[src/pkg/i2cra_pkg.sv]
package i2cra_pkg;

  // System clock
  localparam int CLK_PERIOD_NS = 50;
  localparam int NUM_PORTS = 2;

  // Register offsets
  localparam logic [7:0] ADDR_I2C_CONTROL = 8'h05;
  localparam logic [7:0] ADDR_REMOTE_DESER = 8'h06;
  localparam logic [7:0] ADDR_TARGET_ADDR0 = 8'h07;
  localparam logic [7:0] ADDR_TARGET_ALIAS0 = 8'h08;

  // Field positions
  localparam int CTRL_SDA_DLY_LSB = 3;
  localparam int CTRL_SDA_DLY_MSB = 4;
  localparam int CTRL_LOCK_BIT = 2;
  localparam int CTRL_SPEEDUP_BIT = 1;
  localparam int CTRL_WDOG_DIS_BIT = 0;
  localparam int ID_ADDR_LSB = 1;
  localparam int ID_ADDR_MSB = 7;
  localparam int ID_FREEZE_BIT = 0;

  // Reset values
  localparam logic [7:0] CTRL_RESET = 8'h00;
  localparam logic [7:0] DESER_RESET = 8'h00;
  localparam logic [7:0] TARGET_RESET = 8'h00;
  localparam logic [7:0] ALIAS_RESET = 8'h00;

  // SDA output delay, nominal figures
  localparam int SDA_DLY_BASE_NS = 240;
  localparam int SDA_DLY_STEP_NS = 40;
  localparam int SDA_DLY_MAX_NS = 360;
  localparam int SDA_DLY_MAX_CYC = (SDA_DLY_MAX_NS + CLK_PERIOD_NS - 1) / CLK_PERIOD_NS;

  // Bus watchdog timing
  localparam int WDOG_TIMEOUT_MS = 1000;
  localparam int WDOG_TIMEOUT_CYC = WDOG_TIMEOUT_MS * 1000000 / CLK_PERIOD_NS;
  localparam int WDOG_FAST_US = 1000;
  localparam int WDOG_FAST_CYC = WDOG_FAST_US * 1000 / CLK_PERIOD_NS;
  localparam int RECOVERY_HALF_NS = 5000;
  localparam int RECOVERY_HALF_CYC = (RECOVERY_HALF_NS + CLK_PERIOD_NS - 1) / CLK_PERIOD_NS;
  localparam int RECOVERY_PULSES = 9;

  // Register access command
  typedef struct packed {
    logic write;
    logic remote;
    logic [7:0] addr;
    logic [7:0] wdata;
  } i2cra_reg_req_t;

  // Transaction header on its way to the control channel
  typedef struct packed {
    logic [6:0] addr;
    logic rnw;
    logic port;
  } i2cra_txn_t;

  // Cycles of SCL-to-SDA delay for a 2-bit setting, rounded up
  function automatic logic [3:0] sdaDelayCycles(input logic [1:0] sel);
    int ns;
    ns = SDA_DLY_BASE_NS + SDA_DLY_STEP_NS * int'(sel);
    return 4'((ns + CLK_PERIOD_NS - 1) / CLK_PERIOD_NS);
  endfunction

endpackage

[src/hdl/i2cra_control.sv]
// Contract
// - SDA output lags SCL by 240, 280, 320 or 360 ns per 2-bit setting; the code rounds up to 250, 300, 350 or 400 ns.
// - Lock bit set rejects register writes arriving over the control channel.
// - Lock never blocks remote access to targets on the local bus.
// - Watchdog on, SDA high and bus quiet about 1 s (1 ms with the speedup bit set): bus is free.
// - Watchdog on, SDA stuck low and bus quiet: drive 9 SCL pulses.
// - Watchdog-disable bit 0 runs the watchdog, 1 stops it.
// - Deserializer address in bits 7:1; zero blocks access to the deserializer.
// - After receive lock, deserializer address loads from the channel unless frozen.
// - Freeze bit 1 keeps the written address; 0 allows auto-loading.
// - Transactions to alias 0 get the target 0 address before forwarding.
// - Target or alias field zero blocks target 0; both reset to zero.
// - Secondary port select steers address, freeze, target and alias accesses.
// - Alias hits forward only while pass-through is enabled, off by default.
`timescale 1ns/10ps
module i2cra_control
  import i2cra_pkg::*;
#(
  parameter int FREE_CYC = WDOG_TIMEOUT_CYC,
  parameter int FAST_CYC = WDOG_FAST_CYC,
  parameter int HALF_CYC = RECOVERY_HALF_CYC
) (
  // Clock and reset
  input wire logic mclk,
  input wire logic srst,
  // Register access
  input wire logic regReq,
  input i2cra_reg_req_t regCmd,
  output logic regAck,
  output logic regRejected,
  output logic [7:0] regRdata,
  // Link port state
  input wire logic secondaryPortSelect,
  input wire logic [NUM_PORTS-1:0] rxLock,
  input wire logic [NUM_PORTS-1:0] passThroughEn,
  // Deserializer address from the control channel
  input wire logic idLoad,
  input wire logic idLoadPort,
  input wire logic [6:0] idLoadAddr,
  // Transaction translation
  input wire logic txnReq,
  input i2cra_txn_t txnIn,
  output logic fwdValid,
  output i2cra_txn_t fwdTxn,
  output logic txnBlocked,
  // SDA output delay
  input wire logic sdaOeRaw,
  output logic sdaOeDelayed,
  // Bus pins and watchdog
  input wire logic sclIn,
  input wire logic sdaIn,
  output logic sclOe,
  output logic busFree
);

  localparam int PIPE_W = SDA_DLY_MAX_CYC - 1;

  if (NUM_PORTS != 2) begin : gChk
    $error("i2cra_control: exactly two link ports are supported");
  end

  logic [1:0] sdaDly_r, sdaDly_nxt;
  logic lock_r, lock_nxt, speedup_r, speedup_nxt, wdogDis_r, wdogDis_nxt;
  logic [6:0] deserAddr_r [NUM_PORTS], deserAddr_nxt [NUM_PORTS];
  logic freeze_r [NUM_PORTS], freeze_nxt [NUM_PORTS];
  logic [6:0] tgtAddr_r [NUM_PORTS], tgtAddr_nxt [NUM_PORTS];
  logic [6:0] aliasAddr_r [NUM_PORTS], aliasAddr_nxt [NUM_PORTS];
  logic regAck_r, regAck_nxt, regRejected_r, regRejected_nxt;
  logic [7:0] regRdata_r, regRdata_nxt;
  logic wrOk;
  logic sel;

  // Register file
  always_comb begin
    sdaDly_nxt = sdaDly_r;
    lock_nxt = lock_r;
    speedup_nxt = speedup_r;
    wdogDis_nxt = wdogDis_r;
    deserAddr_nxt = deserAddr_r;
    freeze_nxt = freeze_r;
    tgtAddr_nxt = tgtAddr_r;
    aliasAddr_nxt = aliasAddr_r;
    regAck_nxt = regReq;
    regRejected_nxt = 1'b0;
    regRdata_nxt = regRdata_r;
    sel = secondaryPortSelect;
    // Remote writes are refused while the lock bit is set; local writes always land
    wrOk = regReq && regCmd.write && !(regCmd.remote && lock_r);
    if (regReq && regCmd.write && regCmd.remote && lock_r) begin
      regRejected_nxt = 1'b1;
    end
    if (wrOk) begin
      unique case (regCmd.addr)
        ADDR_I2C_CONTROL: begin
          sdaDly_nxt = regCmd.wdata[CTRL_SDA_DLY_MSB:CTRL_SDA_DLY_LSB];
          lock_nxt = regCmd.wdata[CTRL_LOCK_BIT];
          speedup_nxt = regCmd.wdata[CTRL_SPEEDUP_BIT];
          wdogDis_nxt = regCmd.wdata[CTRL_WDOG_DIS_BIT];
        end
        ADDR_REMOTE_DESER: begin
          deserAddr_nxt[sel] = regCmd.wdata[ID_ADDR_MSB:ID_ADDR_LSB];
          freeze_nxt[sel] = regCmd.wdata[ID_FREEZE_BIT];
        end
        ADDR_TARGET_ADDR0: tgtAddr_nxt[sel] = regCmd.wdata[ID_ADDR_MSB:ID_ADDR_LSB];
        ADDR_TARGET_ALIAS0: aliasAddr_nxt[sel] = regCmd.wdata[ID_ADDR_MSB:ID_ADDR_LSB];
        default: ;
      endcase
    end
    // Channel load wins over a software write to the same field unless frozen
    if (idLoad && rxLock[idLoadPort] && !freeze_r[idLoadPort]) begin
      deserAddr_nxt[idLoadPort] = idLoadAddr;
    end
    if (regReq && !regCmd.write) begin
      unique case (regCmd.addr)
        ADDR_I2C_CONTROL: begin
          regRdata_nxt = 8'h00;
          regRdata_nxt[CTRL_SDA_DLY_MSB:CTRL_SDA_DLY_LSB] = sdaDly_r;
          regRdata_nxt[CTRL_LOCK_BIT] = lock_r;
          regRdata_nxt[CTRL_SPEEDUP_BIT] = speedup_r;
          regRdata_nxt[CTRL_WDOG_DIS_BIT] = wdogDis_r;
        end
        ADDR_REMOTE_DESER: regRdata_nxt = {deserAddr_r[sel], freeze_r[sel]};
        ADDR_TARGET_ADDR0: regRdata_nxt = {tgtAddr_r[sel], 1'b0};
        ADDR_TARGET_ALIAS0: regRdata_nxt = {aliasAddr_r[sel], 1'b0};
        default: regRdata_nxt = 8'h00;
      endcase
    end
  end

  always_ff @(posedge mclk) begin
    if (srst) begin
      sdaDly_r <= CTRL_RESET[CTRL_SDA_DLY_MSB:CTRL_SDA_DLY_LSB];
      lock_r <= CTRL_RESET[CTRL_LOCK_BIT];
      speedup_r <= CTRL_RESET[CTRL_SPEEDUP_BIT];
      wdogDis_r <= CTRL_RESET[CTRL_WDOG_DIS_BIT];
      for (int i = 0; i < NUM_PORTS; i++) begin
        deserAddr_r[i] <= DESER_RESET[ID_ADDR_MSB:ID_ADDR_LSB];
        freeze_r[i] <= DESER_RESET[ID_FREEZE_BIT];
        tgtAddr_r[i] <= TARGET_RESET[ID_ADDR_MSB:ID_ADDR_LSB];
        aliasAddr_r[i] <= ALIAS_RESET[ID_ADDR_MSB:ID_ADDR_LSB];
      end
      regAck_r <= 1'b0;
      regRejected_r <= 1'b0;
      regRdata_r <= 8'h00;
    end else begin
      sdaDly_r <= sdaDly_nxt;
      lock_r <= lock_nxt;
      speedup_r <= speedup_nxt;
      wdogDis_r <= wdogDis_nxt;
      deserAddr_r <= deserAddr_nxt;
      freeze_r <= freeze_nxt;
      tgtAddr_r <= tgtAddr_nxt;
      aliasAddr_r <= aliasAddr_nxt;
      regAck_r <= regAck_nxt;
      regRejected_r <= regRejected_nxt;
      regRdata_r <= regRdata_nxt;
    end
  end

  // Address translation toward the control channel
  logic fwdValid_r, fwdValid_nxt, txnBlocked_r, txnBlocked_nxt;
  i2cra_txn_t fwdTxn_r, fwdTxn_nxt;
  logic deserHit, aliasHit;
  logic tp;

  always_comb begin
    tp = txnIn.port;
    deserHit = (deserAddr_r[tp] != 7'h00) && (txnIn.addr == deserAddr_r[tp]);
    aliasHit = passThroughEn[tp] && (aliasAddr_r[tp] != 7'h00)
               && (tgtAddr_r[tp] != 7'h00) && (txnIn.addr == aliasAddr_r[tp]);
    fwdValid_nxt = 1'b0;
    txnBlocked_nxt = 1'b0;
    fwdTxn_nxt = fwdTxn_r;
    if (txnReq) begin
      if (deserHit) begin
        fwdValid_nxt = 1'b1;
        fwdTxn_nxt = txnIn;
      end else if (aliasHit) begin
        fwdValid_nxt = 1'b1;
        fwdTxn_nxt = txnIn;
        fwdTxn_nxt.addr = tgtAddr_r[tp];
      end else begin
        txnBlocked_nxt = 1'b1;
      end
    end
  end

  always_ff @(posedge mclk) begin
    if (srst) begin
      fwdValid_r <= 1'b0;
      txnBlocked_r <= 1'b0;
      fwdTxn_r <= '0;
    end else begin
      fwdValid_r <= fwdValid_nxt;
      txnBlocked_r <= txnBlocked_nxt;
      fwdTxn_r <= fwdTxn_nxt;
    end
  end

  // SDA delay line; the output flop adds the last cycle
  logic [PIPE_W-1:0] sdaPipe_r, sdaPipe_nxt;
  logic sdaOut_r, sdaOut_nxt;
  logic [3:0] tap;

  always_comb begin
    sdaPipe_nxt = {sdaPipe_r[PIPE_W-2:0], sdaOeRaw};
    tap = sdaDelayCycles(sdaDly_r) - 4'h2;
    sdaOut_nxt = sdaPipe_r[tap[2:0]];
  end

  always_ff @(posedge mclk) begin
    if (srst) begin
      sdaPipe_r <= '0;
      sdaOut_r <= 1'b0;
    end else begin
      sdaPipe_r <= sdaPipe_nxt;
      sdaOut_r <= sdaOut_nxt;
    end
  end

  i2cra_bus_watchdog #(
    .FREE_CYC(FREE_CYC),
    .FAST_CYC(FAST_CYC),
    .HALF_CYC(HALF_CYC),
    .PULSES(RECOVERY_PULSES)
  ) uWdog (
    .mclk(mclk),
    .srst(srst),
    .enable(!wdogDis_r),
    .speedup(speedup_r),
    .sclIn(sclIn),
    .sdaIn(sdaIn),
    .sclOe(sclOe),
    .busFree(busFree)
  );

  assign regAck = regAck_r;
  assign regRejected = regRejected_r;
  assign regRdata = regRdata_r;
  assign fwdValid = fwdValid_r;
  assign fwdTxn = fwdTxn_r;
  assign txnBlocked = txnBlocked_r;
  assign sdaOeDelayed = sdaOut_r;

endmodule // i2cra_control

[src/hdl/i2cra_bus_watchdog.sv]
`timescale 1ns/10ps
module i2cra_bus_watchdog
  import i2cra_pkg::*;
#(
  parameter int FREE_CYC = WDOG_TIMEOUT_CYC,
  parameter int FAST_CYC = WDOG_FAST_CYC,
  parameter int HALF_CYC = RECOVERY_HALF_CYC,
  parameter int PULSES = RECOVERY_PULSES
) (
  // Clock and reset
  input wire logic mclk,
  input wire logic srst,
  // Control
  input wire logic enable,
  input wire logic speedup,
  // Bus pins
  input wire logic sclIn,
  input wire logic sdaIn,
  output logic sclOe,
  // Status
  output logic busFree
);

  localparam int CW = $clog2(FREE_CYC + 1);
  localparam int HW = $clog2(HALF_CYC + 1);
  localparam int PW = $clog2(PULSES + 1);

  if (FREE_CYC < 2 || FAST_CYC < 2 || FAST_CYC > FREE_CYC
      || HALF_CYC < 1 || PULSES < 1) begin : gChk
    $error("i2cra_bus_watchdog: bad timing parameters");
  end

  typedef enum logic [1:0] {WD_WATCH, WD_LOW, WD_HIGH} i2cra_wd_state_t;

  logic [2:0] sclSync_r, sclSync_nxt, sdaSync_r, sdaSync_nxt;
  logic sclF_r, sclF_nxt, sdaF_r, sdaF_nxt;
  logic [CW-1:0] idleCnt_r, idleCnt_nxt;
  logic [HW-1:0] halfCnt_r, halfCnt_nxt;
  logic [PW-1:0] pulseCnt_r, pulseCnt_nxt;
  i2cra_wd_state_t state_r, state_nxt;
  logic sclOe_r, sclOe_nxt, busFree_r, busFree_nxt;
  logic activity;
  logic [CW-1:0] limit;

  always_comb begin
    sclSync_nxt = {sclSync_r[1:0], sclIn};
    sdaSync_nxt = {sdaSync_r[1:0], sdaIn};
    // Filtered level moves once the second and third stages agree
    sclF_nxt = (sclSync_r[1] == sclSync_r[2]) ? sclSync_r[2] : sclF_r;
    sdaF_nxt = (sdaSync_r[1] == sdaSync_r[2]) ? sdaSync_r[2] : sdaF_r;
    activity = (sclF_nxt != sclF_r) || (sdaF_nxt != sdaF_r);
    limit = speedup ? CW'(FAST_CYC - 1) : CW'(FREE_CYC - 1);
    idleCnt_nxt = idleCnt_r;
    halfCnt_nxt = halfCnt_r;
    pulseCnt_nxt = pulseCnt_r;
    state_nxt = state_r;
    sclOe_nxt = 1'b0;
    busFree_nxt = busFree_r;
    unique case (state_r)
      WD_WATCH: begin
        if (!enable) begin
          idleCnt_nxt = '0;
          busFree_nxt = 1'b0;
        end else if (activity) begin
          idleCnt_nxt = '0;
          busFree_nxt = 1'b0;
        end else if (idleCnt_r >= limit) begin
          if (sdaF_r) begin
            busFree_nxt = 1'b1;
          end else begin
            state_nxt = WD_LOW;
            sclOe_nxt = 1'b1;
            halfCnt_nxt = '0;
            pulseCnt_nxt = '0;
            idleCnt_nxt = '0;
          end
        end else begin
          idleCnt_nxt = idleCnt_r + CW'(1);
        end
      end
      WD_LOW: begin
        sclOe_nxt = 1'b1;
        busFree_nxt = 1'b0;
        if (halfCnt_r == HW'(HALF_CYC - 1)) begin
          halfCnt_nxt = '0;
          sclOe_nxt = 1'b0;
          state_nxt = WD_HIGH;
        end else begin
          halfCnt_nxt = halfCnt_r + HW'(1);
        end
      end
      WD_HIGH: begin
        if (halfCnt_r == HW'(HALF_CYC - 1)) begin
          halfCnt_nxt = '0;
          if (pulseCnt_r == PW'(PULSES - 1)) begin
            state_nxt = WD_WATCH;
            idleCnt_nxt = '0;
          end else begin
            pulseCnt_nxt = pulseCnt_r + PW'(1);
            sclOe_nxt = 1'b1;
            state_nxt = WD_LOW;
          end
        end else begin
          halfCnt_nxt = halfCnt_r + HW'(1);
        end
      end
      // Unused fourth code falls back to watching
      default: begin
        state_nxt = WD_WATCH;
        idleCnt_nxt = '0;
      end
    endcase
  end

  always_ff @(posedge mclk) begin
    if (srst) begin
      sclSync_r <= 3'h7;
      sdaSync_r <= 3'h7;
      sclF_r <= 1'b1;
      sdaF_r <= 1'b1;
      idleCnt_r <= '0;
      halfCnt_r <= '0;
      pulseCnt_r <= '0;
      state_r <= WD_WATCH;
      sclOe_r <= 1'b0;
      busFree_r <= 1'b0;
    end else begin
      sclSync_r <= sclSync_nxt;
      sdaSync_r <= sdaSync_nxt;
      sclF_r <= sclF_nxt;
      sdaF_r <= sdaF_nxt;
      idleCnt_r <= idleCnt_nxt;
      halfCnt_r <= halfCnt_nxt;
      pulseCnt_r <= pulseCnt_nxt;
      state_r <= state_nxt;
      sclOe_r <= sclOe_nxt;
      busFree_r <= busFree_nxt;
    end
  end

  assign sclOe = sclOe_r;
  assign busFree = busFree_r;

endmodule // i2cra_bus_watchdog

[config.mk]
export PLATFORM = sky130hd
export DESIGN_NAME = i2cra_control
export DESIGN_NICKNAME = d
export VERILOG_FILES = /design/src/pkg/i2cra_pkg.sv /design/src/hdl/i2cra_control.sv /design/src/hdl/i2cra_bus_watchdog.sv
export SDC_FILE = /design/constraint.sdc
export NUM_CORES = 1
export LEC_CHECK = 0
export CORE_MARGIN = 2
export CORE_UTILIZATION = 57
export DETAILED_ROUTE_END_ITERATION = 10
export DONT_BUFFER_PORTS = 1
export PLACE_DENSITY = 0.84
export SYNTH_ARGS = -nofsm -noshare
export SYNTH_HDL_FRONTEND = slang
export SYNTH_SLANG_ARGS = --single-unit
[constraint.sdc]
create_clock -name mclk -period 2.96 [get_ports mclk]
set_input_delay 0 -clock mclk [delete_from_list [all_inputs] [get_ports mclk]]
set_output_delay 0 -clock mclk [all_outputs]
set_load 0.02 [all_outputs]
==> flow_results.xml <==
<?xml version="1.0" encoding="UTF-8"?>
<metrics>
  <group name="run_status">
    <metric name="run_status" unit="">finished with violations</metric>
    <metric name="violated_checks" unit="">design-rule violations</metric>
  </group>
  <group name="drt">
    <metric name="detail_route.wirelength.met1" unit="um">7670</metric>
    <metric name="dr_wl_met3" unit="um">1410</metric>
    <metric name="wl_per_cell" unit="um">19.0</metric>
    <metric name="vias" unit="">6301</metric>
    <metric name="detail_route.first_pass.iterations" unit="">8</metric>
    <metric name="detail_route.wirelength" unit="um">18700</metric>
    <metric name="dr.max_layer_used" unit="">met4</metric>
    <metric name="drc_errors" unit="">6</metric>
    <metric name="met2_wirelength" unit="um">8910</metric>
    <metric name="antenna_violating_nets_post_route" unit="">0</metric>
    <metric name="drt_first_iter_violations" unit="">720</metric>
    <metric name="post_drt_via_cell_ratio" unit="">6.41</metric>
  </group>
  <group name="floorplan">
    <metric name="fp.dieW" unit="um">113</metric>
    <metric name="io_pins" unit="">72</metric>
    <metric name="die_height" unit="um">113</metric>
    <metric name="starting_utilization_of_the_core_area" unit="">0.591</metric>
    <metric name="fp.coreArea" unit="um2">11500</metric>
    <metric name="fp-row-count" unit="">39</metric>
    <metric name="fp.dieArea" unit="um2">12800</metric>
  </group>
  <group name="yosys">
    <metric name="synthesis.area_per_instance" unit="um2">8.60</metric>
    <metric name="synth_commonest_cells" unit="">dfxtp_1 (126), nor2_1 (113), mux2i_1 (66)</metric>
    <metric name="synth_async_sr_flop_share" unit="">0</metric>
    <metric name="leading_cell_type_by_number_of_instances_after_synthesis" unit="">dfxtp_1</metric>
    <metric name="post-synth-top-area-fraction" unit="">0.371</metric>
    <metric name="synth_seq_area_share" unit="">0.371</metric>
    <metric name="yosys-top-cells-area" unit="">dfxtp_1 (37%), mux2i_1 (9.7%), nor2_1 (6.2%), ha_1 (4.6%), nand2_1 (3.3%)</metric>
    <metric name="synthesis.instances" unit="">791</metric>
    <metric name="synthFlopType" unit="">dfxtp_1</metric>
    <metric name="netlist_area_before_placement" unit="um2">6800</metric>
    <metric name="synth_cell_type_count" unit="">64</metric>
    <metric name="yosys.area.top_type" unit="">dfxtp_1</metric>
    <metric name="post_synthesis_net_count" unit="">864</metric>
    <metric name="seq_cells_post_synth" unit="">126</metric>
    <metric name="synth.yosys.warnings" unit="">0</metric>
    <metric name="synth_edf_count" unit="">0</metric>
  </group>
  <group name="setup_path">
    <metric name="critical_path_buf_inv_count" unit="">1</metric>
    <metric name="rrSetupSlack" unit="ns">0.05</metric>
    <metric name="worstSetupEndpointType" unit="">flop</metric>
    <metric name="critical_path.slowest_cell" unit="">nor4b_1</metric>
    <metric name="slowest_delay" unit="ns">0.67</metric>
    <metric name="critPathLaunchType" unit="">flop</metric>
    <metric name="rr_worst_depth" unit="">8</metric>
    <metric name="regToRegStartpoint" unit="">aliasAddr_r[9]</metric>
    <metric name="timing.critical_path.fanout_max" unit="">4</metric>
    <metric name="cell_by_cell_listing_of_the_critical_path" unit="">mux2i_1 &gt; xor2_1 &gt; nand4_1 &gt; nor4b_1 &gt; o21ai_1 &gt; or3_1 &gt; dlygate4sd3_1 &gt; a21oi_1</metric>
    <metric name="critical_path_arrival" unit="ns">3.26</metric>
    <metric name="r2r_end" unit="">fwdTxn[8]</metric>
    <metric name="timing.critical_path.required" unit="ns">3.31</metric>
    <metric name="timing.critical_path.max_delay_family" unit="">simple AND/OR/NAND/NOR gates</metric>
    <metric name="timing.setup.critical_path_class" unit="">flop to flop</metric>
  </group>
  <group name="placement">
    <metric name="gp_congestion" unit="">0.961</metric>
    <metric name="place_worst_setup_slack" unit="ns">0.0749</metric>
    <metric name="buffer_ports.inserted" unit="">0</metric>
    <metric name="dpl.hpwl" unit="um">12500</metric>
  </group>
  <group name="grt">
    <metric name="grt_overflow" unit="">0</metric>
    <metric name="grt_start_max_net_pins" unit="">119</metric>
    <metric name="grt_pass1_wl" unit="um">30400</metric>
    <metric name="antenna_found_initial" unit="">1</metric>
    <metric name="grt_util_all_layers" unit="">0.295</metric>
    <metric name="grt_pass1_vias" unit="">6172</metric>
  </group>
  <group name="timing">
    <metric name="max_slew_margin" unit="">0.380</metric>
    <metric name="timing_max_transition_violations_final" unit="">0</metric>
    <metric name="setup-violations-final" unit="">0</metric>
    <metric name="worst_hold_slack" unit="ns">0.0237</metric>
    <metric name="timing.final.hold_violations" unit="">0</metric>
    <metric name="period_share" unit="">0.985</metric>
    <metric name="rsz0062_at_grt" unit="">no</metric>
    <metric name="final_period_minus_worst_setup_slack" unit="ns">2.91</metric>
    <metric name="finalClockSkew" unit="ns">0.00663</metric>
    <metric name="fin_ws" unit="ns">0.0452</metric>
    <metric name="tightestPinTransition" unit="ns">0.925</metric>
    <metric name="timing.fmax" unit="GHz">0.343</metric>
    <metric name="finalSetupTns" unit="ns">0</metric>
  </group>
  <group name="final_layout">
    <metric name="final_nets" unit="">899</metric>
    <metric name="syn_to_final_growth" unit="%">16.9</metric>
    <metric name="final_core_utilization" unit="">0.690</metric>
    <metric name="post_route_cells_drive_above_1_share" unit="">0.100</metric>
  </group>
  <group name="cts">
    <metric name="cts.reportedPaths.clkPinSlew" unit="ns">0.06</metric>
    <metric name="cts_sinks" unit="">126</metric>
    <metric name="ctsLongestPathBuffers" unit="">2</metric>
    <metric name="htree_num_levels" unit="">4</metric>
    <metric name="cts_tree" unit="">done</metric>
    <metric name="clock_insertion_delay_worst_skew" unit="ns">0.42</metric>
    <metric name="cts_root_buf" unit="">clkbuf_16</metric>
    <metric name="cts_made_buffers" unit="">17</metric>
  </group>
  <group name="job">
    <metric name="max_cap_viol_count" unit="">0</metric>
  </group>
  <group name="worst_hold_path">
    <metric name="hold_path_startpoint" unit="">secondaryPortSelect</metric>
    <metric name="whs_path_depth" unit="">4</metric>
    <metric name="holdPathEnd" unit="">aliasAddr_r[10]</metric>
    <metric name="hp-class" unit="">primary input to flop</metric>
  </group>
  <group name="power">
    <metric name="vdd.ir_drop.worst" unit="mV">0.487</metric>
    <metric name="power_per_cell_area" unit="nW/um2">521</metric>
    <metric name="p_leak" unit="nW">2.95</metric>
  </group>
</metrics>
cells by family after synthesis:
group | Yosys count | synth area share
and+or+nand+nor | 328 | 0.239
AOI/OAI and AO/OA | 140 | 0.144
DFF | 126 | 0.371
muxes | 84 | 0.127
buffers and inverters | 58 | 0.0346
xor gates and xnor gates | 30 | 0.0386
adders and majority gates | 25 | 0.0460
how the worst max path moves through the flow:
stage	from	slack, ns	cells past startpoint	endpoint
6_report	aliasAddr_r[9]	0.05	8	fwdTxn[8]
5_1_grt	aliasAddr_r[4]	0.04	8	fwdTxn[8]
4_1_cts	speedup_r	0.07	9	uWdog.idleCnt_r[20]
3_5_place_dp	speedup_r	0.07	9	uWdog.idleCnt_r[20]
3_3_place_gp	speedup_r	0.26	9	uWdog.idleCnt_r[20]
2_1_floorplan	speedup_r	0.44	8	uWdog.idleCnt_r[23]
through the flow:
step                cells  cell area [um2]  power (mW)
CTS                   982             7920        4.15
finish                983             7950        4.14
global placement      910             6920        2.01
detailed placement    910             6920        2.02
floorplan             791             6800        2.00
global route          983             7950        4.27
tightest hold or removal path, cell delays in order:
cell and delay (ns):
nor2_1 0.03, buf_4 0.20, nand3_1 0.10, a21oi_1 0.06
layout make-up:
cell class / count / area [um2]
antenna: 1 / 2.50
clock buffer: 17 / 425
clock inverter: 15 / 161
fill: 842 / 3570
inverter: 22 / 82.6
multi-input combinational: 607 / 4070
sequential: 126 / 2520
tap: 143 / 179
timing repair buffer: 52 / 508
cells in the final DEF, fill, tap and decap left out, types with 5 or more instances in the layout:
cell type | netlist | layout
buf_4 | 2 | 12
inv_1 | 22 | 22
nand4_1 | 12 | 12
or2_2 | 8 | 8
nor2_1 | 113 | 112
o21ai_0 | 17 | 17
xor2_1 | 12 | 12
mux2_2 | 18 | 18
dfxtp_1 | 126 | 125
and3_1 | 5 | 5
mux2i_1 | 66 | 66
inv_6 | 0 | 5
or4_1 | 5 | 5
ha_1 | 25 | 25
dlygate4sd3_1 | 0 | 39
a22oi_1 | 10 | 10
nor4_1 | 10 | 10
o32ai_1 | 5 | 5
nor2b_1 | 17 | 17
nand2_1 | 60 | 60
xnor2_1 | 18 | 18
a311oi_1 | 9 | 9
a211o_1 | 7 | 7
nand3_1 | 40 | 40
a21oi_1 | 38 | 38
a221oi_1 | 6 | 6
clkbuf_16 | 0 | 17
or3_1 | 5 | 5
a211oi_1 | 18 | 18
nor3_1 | 18 | 18
nand2b_1 | 7 | 7
layer usage:
metal / GRT usage / up-vias
li1: - / 2939
met1: 0.361 / 2992
met2: 0.485 / 302
met3: 0.0696 / 68
met4: 0.150 / 0
met5: 0 / -
registers in the layout (all words and copies together), names as in the netlist, 2 cells and up:
signal,flops
aliasAddr_r,14
deserAddr_r,14
freeze_r,2
fwdTxn,9
regRdata,8
sdaDly_r,2
sdaPipe_r,7
tgtAddr_r,14
uWdog.halfCnt_r,7
uWdog.idleCnt_r,25
uWdog.pulseCnt_r,4
uWdog.sclSync_r,3
uWdog.sdaSync_r,3
uWdog.state_r,2
timing repair:
action,CTS,global route
setup buffers,0,0
gates resized for setup,0,5
hold buffers,40,0
endpoints found under the hold margin,107,0
endpoints found under the setup margin,0,31
report_power, final:
group | switching [mW] | total [mW] | internal [mW]
registers | 0.0381 | 1.77 | 1.73
logic | 0.183 | 0.315 | 0.131
clock network | 0.808 | 2.06 | 1.25
total | 1.03 | 4.14 | 3.11
No activity file was read; power rests on OpenSTA's default activity.
